<file path="src/flash_ctl_pkg.sv">
package flash_ctl_pkg;

	// ------------------------------------------------------------
	// command codes on the command interface
	// ------------------------------------------------------------
	localparam logic [7:0] CMD_READ_ARRAY  = 8'hff;
	localparam logic [7:0] CMD_READ_ID     = 8'h90;
	localparam logic [7:0] CMD_READ_STATUS = 8'h70;
	localparam logic [7:0] CMD_CLEAR_STAT  = 8'h50;
	localparam logic [7:0] CMD_ERASE_SETUP = 8'h20;
	localparam logic [7:0] CMD_CONFIRM     = 8'hd0;
	localparam logic [7:0] CMD_PROG_SETUP  = 8'h40;
	localparam logic [7:0] CMD_PROG_ALT    = 8'h10;
	localparam logic [7:0] CMD_SUSPEND     = 8'hb0;

	// ------------------------------------------------------------
	// status register bit positions
	// ------------------------------------------------------------
	localparam int SR_READY   = 7;
	localparam int SR_ESUSP   = 6;
	localparam int SR_ERASE   = 5;
	localparam int SR_PROG    = 4;
	localparam int SR_PSUSP   = 2;
	localparam logic [7:0] SR_RESET = 8'h80;

	// ------------------------------------------------------------
	// timing
	// ------------------------------------------------------------
	localparam int CLK_MHZ      = 50;
	localparam int PROG_TIME_US = 10;
	localparam int ERASE_TIME_US = 1000;
	localparam int PROG_CYCLES  = PROG_TIME_US * CLK_MHZ;
	localparam int ERASE_CYCLES = ERASE_TIME_US * CLK_MHZ;

	// read modes and engine states
	typedef enum logic [1:0] {MODE_ARRAY, MODE_ID, MODE_STATUS} read_mode_t;
	typedef enum logic [2:0] {ENG_IDLE, ENG_PSET, ENG_ESET, ENG_BUSY, ENG_SUSP} eng_state_t;

endpackage : flash_ctl_pkg

</file>
<file path="src/flash_mode_ctl.sv">
// How it works
// - in mux-address mode ready_busy_n copies status bit 7
// - reads of array, id and status ignore program-supply level
// - program or erase refused while program_supply_lockout is set
// - power-up or reset exit puts device in read-array mode
// - commands accepted at any address; block commands use given block
// - host outputs high impedance whenever no cycle selects device
// - either reset pin low resets, deselects, tri-states, stops activity
// - leaving reset sets every block write lock to locked; every read lock clears
// - reset during program or erase aborts it
// - top_block_protect_n low rejects program/erase in top block
// - write_protect_n low rejects program/erase in all other blocks
// - protect pins sampled when program or erase starts
// - pin changes during suspend take effect after operation finishes
// - active protect pin blocks writes whatever lock registers say
// - read-lock bit may still be set while protect pin active
// - top block is 7 in 4-Mbit, 15 in 8-Mbit variant
// - status bit 7 is 1 ready, 0 busy
module flash_mode_ctl #(
	parameter int BLOCKS       = 16,
	parameter int PROG_CYCLES  = flash_ctl_pkg::PROG_CYCLES,
	parameter int ERASE_CYCLES = flash_ctl_pkg::ERASE_CYCLES
) (
	// clock and resets
	input  wire logic              clk,
	input  wire logic              sys_rst,
	input  wire logic              hard_reset_n,
	input  wire logic              cpu_soft_reset_n,
	// host cycle
	input  wire logic              cycle_select,
	input  wire logic              cycle_write,
	input  wire logic              cycle_strobe,
	input  wire logic [3:0]        block_addr,
	input  wire logic [7:0]        wr_data,
	input  wire logic              mux_mode,
	// protection and supply
	input  wire logic              top_block_protect_n,
	input  wire logic              write_protect_n,
	input  wire logic              program_supply_lockout,
	input  wire logic              core_supply_lockout,
	// lock register access
	input  wire logic              lock_wr,
	input  wire logic [3:0]        lock_blk,
	input  wire logic [1:0]        lock_val,
	// outputs
	output logic                   host_out_en,
	output logic [1:0]             read_mode,
	output logic [7:0]             status,
	output logic                   ready_busy_n,
	output logic [BLOCKS-1:0]      write_lock,
	output logic [BLOCKS-1:0]      read_lock,
	output logic                   array_write,
	output logic                   array_erase,
	output logic [3:0]             op_block
);

	// ------------------------------------------------------------
	// synchronise pins
	// ------------------------------------------------------------
	logic [1:0] rst_s1_q, rst_s2_q, prot_s1_q, prot_s2_q, sup_s1_q, sup_s2_q;
	logic       sel_s1_q, sel_s2_q, stb_s1_q, stb_s2_q, stb_d2_q;
	logic [13:0] bus_s1_q, bus_s2_q; // {mux_mode, cycle_write, block_addr, wr_data}
	always_ff @(posedge clk or posedge sys_rst)
	begin
		if (sys_rst)
		begin
			rst_s1_q  <= 2'h0;
			rst_s2_q  <= 2'h0;
			prot_s1_q <= 2'h0;
			prot_s2_q <= 2'h0;
			sup_s1_q  <= 2'h3;
			sup_s2_q  <= 2'h3;
			sel_s1_q  <= 1'b0;
			sel_s2_q  <= 1'b0;
			stb_s1_q  <= 1'b0;
			stb_s2_q  <= 1'b0;
			stb_d2_q  <= 1'b0;
			bus_s1_q  <= 14'h0;
			bus_s2_q  <= 14'h0;
		end
		else
		begin
			rst_s1_q  <= {hard_reset_n, cpu_soft_reset_n};
			rst_s2_q  <= rst_s1_q;
			prot_s1_q <= {top_block_protect_n, write_protect_n};
			prot_s2_q <= prot_s1_q;
			sup_s1_q  <= {program_supply_lockout, core_supply_lockout};
			sup_s2_q  <= sup_s1_q;
			sel_s1_q  <= cycle_select;
			sel_s2_q  <= sel_s1_q;
			stb_s1_q  <= cycle_strobe;
			stb_s2_q  <= stb_s1_q;
			stb_d2_q  <= stb_s2_q;
			bus_s1_q  <= {mux_mode, cycle_write, block_addr, wr_data};
			bus_s2_q  <= bus_s1_q;
		end
	end

	// ------------------------------------------------------------
	// decode
	// ------------------------------------------------------------
	// either reset pin low resets engine state, status, read mode, locks and host output enable
	wire pin_reset = ~&rst_s2_q;
	wire top_pin_on = ~prot_s2_q[1];
	wire wp_pin_on  = ~prot_s2_q[0];
	wire lockout    = |sup_s2_q;
	// host pins travel one synchroniser; they settle well before the strobe edge
	wire mux_on     = bus_s2_q[13];
	wire wr_cyc     = bus_s2_q[12];
	wire [3:0] blk_in = bus_s2_q[11:8];
	// address and data are only sampled when the strobe edge is seen
	wire wr_evt     = stb_s2_q & ~stb_d2_q & wr_cyc & sel_s2_q;
	wire [3:0] top_blk = 4'(BLOCKS - 1);
	wire is_top     = (blk_in == top_blk);
	wire [7:0] cmd  = bus_s2_q[7:0];
	wire is_prog    = (cmd == flash_ctl_pkg::CMD_PROG_SETUP) | (cmd == flash_ctl_pkg::CMD_PROG_ALT);

	flash_ctl_pkg::eng_state_t st_q;
	logic       top_prot_q, wp_prot_q, is_erase_q;
	logic [31:0] cnt_q;
	logic [3:0] blk_q;

	// protection latched at start; unaffected by suspend changes
	wire pin_block = (blk_q == top_blk) ? top_prot_q : wp_prot_q;
	wire samp_pin  = is_top ? top_pin_on : wp_pin_on;
	wire reg_block = write_lock[blk_in];
	wire refuse    = lockout | samp_pin | reg_block;
	wire start_ok  = wr_evt & ~refuse;
	wire done      = (st_q == flash_ctl_pkg::ENG_BUSY) & (cnt_q == 32'h0);

	// ------------------------------------------------------------
	// write engine
	// ------------------------------------------------------------
	// the counter is a 32-bit down count; long erase times need it wide
	always_ff @(posedge clk or posedge sys_rst)
	begin
		if (sys_rst)
		begin
			st_q       <= flash_ctl_pkg::ENG_IDLE;
			cnt_q      <= 32'h0;
			blk_q      <= 4'h0;
			is_erase_q <= 1'b0;
			top_prot_q <= 1'b1;
			wp_prot_q  <= 1'b1;
			status     <= flash_ctl_pkg::SR_RESET;
			read_mode  <= 2'h0;
		end
		else if (pin_reset)
		begin
			st_q      <= flash_ctl_pkg::ENG_IDLE;
			status    <= flash_ctl_pkg::SR_RESET;
			read_mode <= 2'(flash_ctl_pkg::MODE_ARRAY);
		end
		else
		begin
			unique case (st_q)
				flash_ctl_pkg::ENG_IDLE:
				begin
					if (wr_evt)
					begin
						read_mode <= 2'(flash_ctl_pkg::MODE_ARRAY);
						if (cmd == flash_ctl_pkg::CMD_READ_ID)
							read_mode <= 2'(flash_ctl_pkg::MODE_ID);
						if (cmd == flash_ctl_pkg::CMD_READ_STATUS)
							read_mode <= 2'(flash_ctl_pkg::MODE_STATUS);
						if (cmd == flash_ctl_pkg::CMD_CLEAR_STAT)
							status <= flash_ctl_pkg::SR_RESET;
						if (is_prog)
							st_q <= flash_ctl_pkg::ENG_PSET;
						if (cmd == flash_ctl_pkg::CMD_ERASE_SETUP)
							st_q <= flash_ctl_pkg::ENG_ESET;
					end
				end
				flash_ctl_pkg::ENG_PSET, flash_ctl_pkg::ENG_ESET:
				begin
					if (wr_evt)
					begin
						is_erase_q <= (st_q == flash_ctl_pkg::ENG_ESET);
						read_mode  <= 2'(flash_ctl_pkg::MODE_STATUS);
						blk_q      <= blk_in;
						top_prot_q <= top_pin_on;
						wp_prot_q  <= wp_pin_on;
						if (start_ok)
						begin
							st_q   <= flash_ctl_pkg::ENG_BUSY;
							status[flash_ctl_pkg::SR_READY] <= 1'b0;
							cnt_q  <= (st_q == flash_ctl_pkg::ENG_ESET) ?
								32'(ERASE_CYCLES) : 32'(PROG_CYCLES);
						end
						else
						begin
							st_q <= flash_ctl_pkg::ENG_IDLE;
							if (st_q == flash_ctl_pkg::ENG_ESET)
								status[flash_ctl_pkg::SR_ERASE] <= 1'b1;
							else
								status[flash_ctl_pkg::SR_PROG] <= 1'b1;
						end
					end
				end
				flash_ctl_pkg::ENG_BUSY:
				begin
					if (done)
					begin
						st_q <= flash_ctl_pkg::ENG_IDLE;
						status[flash_ctl_pkg::SR_READY] <= 1'b1;
					end
					else if (wr_evt & (cmd == flash_ctl_pkg::CMD_SUSPEND))
					begin
						st_q <= flash_ctl_pkg::ENG_SUSP;
						status[flash_ctl_pkg::SR_READY] <= 1'b1;
						if (is_erase_q)
							status[flash_ctl_pkg::SR_ESUSP] <= 1'b1;
						else
							status[flash_ctl_pkg::SR_PSUSP] <= 1'b1;
					end
					else
						cnt_q <= cnt_q - 32'h1;
				end
				flash_ctl_pkg::ENG_SUSP:
				begin
					// resume keeps the protection latched at start
					if (wr_evt & (cmd == flash_ctl_pkg::CMD_CONFIRM))
					begin
						st_q <= flash_ctl_pkg::ENG_BUSY;
						status[flash_ctl_pkg::SR_READY] <= 1'b0;
						status[flash_ctl_pkg::SR_ESUSP] <= 1'b0;
						status[flash_ctl_pkg::SR_PSUSP] <= 1'b0;
					end
					else if (wr_evt)
						read_mode <= 2'(flash_ctl_pkg::MODE_ARRAY);
				end
				default:
					st_q <= flash_ctl_pkg::ENG_IDLE;
			endcase
		end
	end

	// ------------------------------------------------------------
	// block locks: write locks set and read locks cleared on reset exit, read-lock always settable
	// ------------------------------------------------------------
	genvar b;
	generate
		for (b = 0; b < BLOCKS; b++)
		begin : g_lock
			always_ff @(posedge clk or posedge sys_rst)
			begin
				if (sys_rst)
				begin
					write_lock[b] <= 1'b1;
					read_lock[b]  <= 1'b0;
				end
				else if (pin_reset)
				begin
					write_lock[b] <= 1'b1;
					read_lock[b]  <= 1'b0;
				end
				else if (lock_wr & (lock_blk == 4'(b)))
				begin
					write_lock[b] <= lock_val[0];
					read_lock[b]  <= lock_val[1];
				end
			end
		end
	endgenerate

	// ------------------------------------------------------------
	// pin outputs and array strobes
	// ------------------------------------------------------------
	always_ff @(posedge clk or posedge sys_rst)
	begin
		if (sys_rst)
		begin
			host_out_en  <= 1'b0;
			ready_busy_n <= 1'b1;
			array_write  <= 1'b0;
			array_erase  <= 1'b0;
			op_block     <= 4'h0;
		end
		else
		begin
			host_out_en  <= sel_s2_q & ~wr_cyc & ~pin_reset;
			ready_busy_n <= mux_on ? status[flash_ctl_pkg::SR_READY] : 1'b1;
			// pin_block guards against a latched protection slipping through
			array_write  <= done & ~is_erase_q & ~pin_block & ~pin_reset;
			array_erase  <= done & is_erase_q & ~pin_block & ~pin_reset;
			op_block     <= blk_q;
		end
	end

endmodule : flash_mode_ctl

</file>
<file path="config.mk">
export PLATFORM = sky130hd
export DESIGN_NAME = flash_mode_ctl
export DESIGN_NICKNAME = d
export VERILOG_FILES = /design/src/flash_ctl_pkg.sv /design/src/flash_mode_ctl.sv
export SDC_FILE = /design/constraint.sdc
export NUM_CORES = 1
export LEC_CHECK = 0
export ABC_AREA = 1
export BUFFER_PORTS_ARGS = -buffer_cell sky130_fd_sc_hd__buf_2
export CAP_MARGIN = 5
export CORE_UTILIZATION = 63
export DETAILED_ROUTE_END_ITERATION = 8
export PLACE_DENSITY = 0.86
export RECOVER_POWER = 25
export SKIP_CTS_REPAIR_TIMING = 1
export SLEW_MARGIN = 30
export SYNTH_ARGS = -nofsm -noshare
export SYNTH_HDL_FRONTEND = slang
export SYNTH_SLANG_ARGS = --single-unit
export TNS_END_PERCENT = 1
</file>
<file path="constraint.sdc">
create_clock -name clk -period 11 [get_ports clk]
set_clock_uncertainty 0.2 [all_clocks]
set_input_delay 1.1 -clock clk [delete_from_list [all_inputs] [get_ports clk]]
set_output_delay 1.1 -clock clk [all_outputs]
set_load 0.05 [all_outputs]
</file>
# After elaboration in Yosys (flattened, before gate mapping)
# Cells that the tools add are included.
[op_classes]
reduce_logical = 17
n_addsub = 1
muxes = 117
n_lt_le_gt_ge = 1
n_eq_ne = 72
bitwise = 41
[ops]
columns = ["operator", "n"]
rows = [
  ["$mux 32", 4],
  ["$mux 1", 81],
  ["$pmux 32 s2", 1],
  ["$ne 2x2->1 const B", 22],
  ["$ne 3x3->1 const B", 14],
  ["$eq 4x4->1 const B", 10],
  ["$logic_not 32->1", 1],
  ["$sub 32x1->32 const B", 1],
  ["$and 1x1->1", 31],
  ["$reduce_and 7->1", 4],
  ["$eq 8x7->1 const B", 3],
  ["$eq 8x8->1 const B", 3],
  ["$mux 2", 12],
  ["$mux 3", 8],
  ["$mux 8", 3],
  ["$eq 4x3->1 const B", 4],
  ["$mux 16", 1],
  ["$pmux 3 s4", 1],
  ["$reduce_and 6->1", 2],
  ["$reduce_and 5->1", 2],
  ["$eq 4x2->1 const B", 2],
  ["$eq 8x5->1 const B", 1],
  ["$eq 8x6->1 const B", 1],
  ["$ne 4x4->1 const B", 2],
  ["24 further kinds", 35],
]
[word_totals]
regBits = 137
wordCells = 312
input_bits = 31

# Depth between registers and ports, before layout
[logic_depth]
word_depth = 10
depth_mapped = 13

# Least setup slack after synthesis
# OpenSTA, ideal clock, no wires.
[synth_path]
kind = "input port to flip-flop"
startpoint = "input lock_blk[0]"
endpoint = "register read_lock[11]"
setup_time_ns = 0.125
setup_slack_ns = 8.614
n_path_buf = 0
arrival_time_ns = 2.062
cell_stages = 5
cell_sequence = "inv_1 > nor3_1 > inv_1 > o21ai_0 > mux2_2"
[synth_between]
elab_chain_len = 3
[synth_lines]
columns = ["item", "line", "source"]
rows = [
  ["start: declaration", "flash_mode_ctl.sv:43", "input wire logic [3:0] lock_blk,"],
  ["$eq 4x4->1", "flash_mode_ctl.sv:257", "else if (lock_wr & (lock_blk == 4'(b)))"],
  ["$and 1x1->1", "flash_mode_ctl.sv:257", ""],
  ["$ne 2x2->1 (no source line)", "--", ""],
  ["end signal: indexed assignment", "flash_mode_ctl.sv:260", "read_lock[b] <= lock_val[1];"],
  ["end: declaration", "flash_mode_ctl.sv:51", "output logic [BLOCKS-1:0] read_lock,"],
]
# No other way between the ends.
# A chain may end at the register's enable or synchronous reset.

# Final worst setup path
[layout_path]
startpoint = "register rst_s2_q[0]"
endpoint = "register cnt_q[14]"
[layout_between]
elab_chain_len = 1
[layout_lines]
columns = ["item", "line", "source"]
rows = [
  ["start: declaration", "flash_mode_ctl.sv:60", "logic [1:0] rst_s1_q, rst_s2_q, prot_s1_q, prot_s2_q, sup_s1_q, sup_s2_q;"],
  ["start signal: assignment", "flash_mode_ctl.sv:84", "rst_s2_q <= rst_s1_q;"],
  ["$reduce_and 7->1 (no source line)", "--", ""],
  ["end signal: assignment", "flash_mode_ctl.sv:187", "cnt_q <= (st_q == flash_ctl_pkg::ENG_ESET) ?"],
  ["end signal: assignment", "flash_mode_ctl.sv:217", "cnt_q <= cnt_q - 32'h1;"],
  ["end: declaration", "flash_mode_ctl.sv:120", "logic [31:0] cnt_q;"],
]
# No other way between the ends.

==> impl_metrics.tcl <==
set metrics [dict create \
    status "finished with violations" \
    violations "max-capacitance violations, max-slew violations" \
    crit_required_ns 11.21 \
    cp-end-kind "flop" \
    final_layout_size_suffix_gt1_share_pct 20.7 \
    drc_errors 0 \
    cp-start-kind "flop" \
    dp_hpwl_um 10100 \
    switching_share_pct 28.1 \
    synth-warning-count 0 \
    syn_avg_cell_area_um2 8.39 \
    pwr-share-clk_pct 44.9 \
    worst_slew_pin_slew_ns 2.81 \
    clkTransAtPathRegs_ns 0.06 \
    final_common_cell "nand2_1" \
    p_int_mw 0.864 \
    die_width_um 104 \
    portBuffers 77 \
    hold_class "reg -> reg" \
    grt_pass1_wl_um 24100 \
    yosysSeqAreaShare_pct 51.9 \
    synth_top_area_share_pct 42.2 \
    tns_ns 0 \
    postRouteAntennaNets 0 \
    peakVddDrop_uv 138 \
    dieHeight_um 104 \
    initial_utilization_pct 65.8 \
    synth_edf_count 0 \
    track_usage_pct 28.6 \
    grt_setup_unrepaired "no" \
    routed_wl_um 14500 \
    syn_inst 777 \
    power_mw 1.20 \
    final_cell_mix "228 x nand2_1, 111 x nor2_1, 110 x dfrtp_1" \
    cts.sinks 134 \
    ioPinCount 81 \
    cp_data_arrival_time_ns 3.71 \
    insertion_delay_ns 0.53 \
    grt_max_degree 69 \
    ys_seq_elements 134 \
    setup_viol 0 \
    dr.pass1.iters 7 \
    cts_buffer_depth 2 \
    switchingPower_mw 0.338 \
    fillers 693 \
    maxCapViolCount 1 \
    avgRoutedWirePerCell_um 14.5 \
    antenna_found_initial 0 \
    h-tree-depth 4 \
    slew_viol_final 68 \
    async_flop_share_pct 100 \
    vias 5449 \
    clock_tree.root_cell "clkbuf_8" \
    layout.nets 887 \
    share_comb_of_total_power_pct 10.9 \
    yosys.area.top_type "dfrtp_1" \
    critical_path_class "reg -> reg" \
    syn2layout_area_growth_pct 14.3 \
    cts_tree "done" \
    rows 36 \
    cts-buffers-inserted 17 \
    total_leakage_power_nw 4.12 \
    timing.hold.ws_ns 0.150 \
    gp_congestion 0.931 \
    overflow 0 \
    min_period_ns 3.49 \
    yosysUniqueCellTypes 38 \
    final_core_util_pct 75.2 \
    min_period_over_period_pct 31.7 \
    drt-initial-drc-count 322 \
    max_freq_mhz 286 \
    crit_fanout 33 \
    vias_per_cell 5.44 \
    seq_power_share_pct 44.2 \
    grt_pass1_vias 5174 \
    antennaDiodeCount 0 \
    core_area_mm2 0.00991 \
    max_slew_margin_pct -88.6 \
    synth_flop_cell "dfrtp_1" \
    hold_viol 0 \
    ys_top_cells_by_area "dfrtp_1 42%, nand2_1 13%, dfstp_2 9.7%" \
    netlist_area_mm2 0.00652 \
    cellPowerDensity_mw_per_mm2 161 \
    dieArea_mm2 0.0108 \
]
## routing by layer
metal,vias to the layer above,track usage (%),part of all wire (%)
met1,2583,38.8,43
met2,212,43.7,47
met4,0,11.4,2.2
li1,2620,-,-
met3,34,7.93,6.9
met5,-,0,0
## worst max-delay path, stage by stage (launching register included)
cell and delay, ns:
dfrtp_1 0.33, nand2_1 0.21, inv_1 0.74, nand2_2 0.20, nor2_4 0.15, nand3_2 0.12
nand2_2 0.57, nand2_2 0.57, nand2_1 0.19, nand2_1 0.07
## final cells by class
type / instances / area (µm²) / area share [%]
inverter: 70 / 264 / 3.54
timing repair buffer: 78 / 393 / 5.27
tap: 133 / 166 / 2.23
clock inverter: 14 / 140 / 1.88
multi-input combinational: 554 / 2680 / 35.9
sequential: 134 / 3380 / 45.4
clock buffer: 18 / 428 / 5.74
## final timing paths
| check | slack (ns) | cells past startpoint | start | end |
|---|---|---|---|---|
| min in group asynchronous | 1.16 | 2 | sys_rst | cnt_q[21] |
| worst max register to register | 7.51 | 9 | rst_s2_q[0] | cnt_q[14] |
| worst min register to register | 0.15 | 0 | bus_s1_q[9] | bus_s2_q[9] |
| worst max-delay path | 7.51 | 9 | rst_s2_q[0] | cnt_q[14] |
| max in group asynchronous | 7.68 | 3 | sys_rst | bus_s2_q[8] |
| worst min-delay path | 0.15 | 0 | bus_s1_q[9] | bus_s2_q[9] |
## power by group through the flow
| stage | Combinational, mW | Sequential [mW] | Clock [mW] |
|---|---|---|---|
| global placement | 0.127 | 0.538 | 0 |
| floorplan | 0.0649 | 0.571 | 0 |
| finish | 0.131 | 0.531 | 0.540 |
| CTS | 0.131 | 0.531 | 0.546 |
| global route | 0.144 | 0.533 | 0.568 |
| detailed placement | 0.129 | 0.539 | 0 |
## registers in the layout, indices dropped and copies added (netlist names), 4 cells and up
| register | cells |
|---|---|
| blk_q | 4 |
| op_block | 4 |
| read_lock | 16 |
| status | 5 |
| cnt_q | 32 |
| write_lock | 16 |
| bus_s1_q | 14 |
| bus_s2_q | 14 |
## kinds of logic (layout without fill, tap and decap cells)
| logic type | count (synthesis) | count (layout) | share of synthesized area [%] |
|---|---|---|---|
| simple gates | 451 | 451 | 30.8 |
| flops | 134 | 134 | 51.9 |
| buf+inv | 91 | 180 | 7.18 |
| compound gates | 69 | 69 | 5.55 |
| xor+xnor | 22 | 22 | 2.96 |
| mux | 8 | 8 | 1.36 |
| fa+ha+maj | 1 | 1 | 0.192 |
| other cells | 1 | 3 | 0.0575 |
## synthesized netlist by cell type, drive strengths merged, types with 4 or more instances
master / number
clkbuf: 5
xor2: 15
dfstp: 24
mux2: 7
nand4: 9
nor2: 121
o21ai: 52
xnor2: 7
buf: 16
nand3: 76
nor3: 9
a31oi: 4
a21oi: 8
inv: 70
dfrtp: 110
nand2: 232
## per-stage QoR
| step | std cells | cell area (µm²) | setup slack, ns |
|---|---|---|---|
| finish | 1001 | 7450 | 7.51 |
| floorplan | 779 | 6530 | 6.16 |
| global placement | 969 | 6880 | 7.73 |
| detailed placement | 969 | 6880 | 7.56 |
| global route | 1001 | 7450 | 7.07 |
| CTS | 1001 | 7450 | 7.54 |
(Power assumes the default switching activity.)
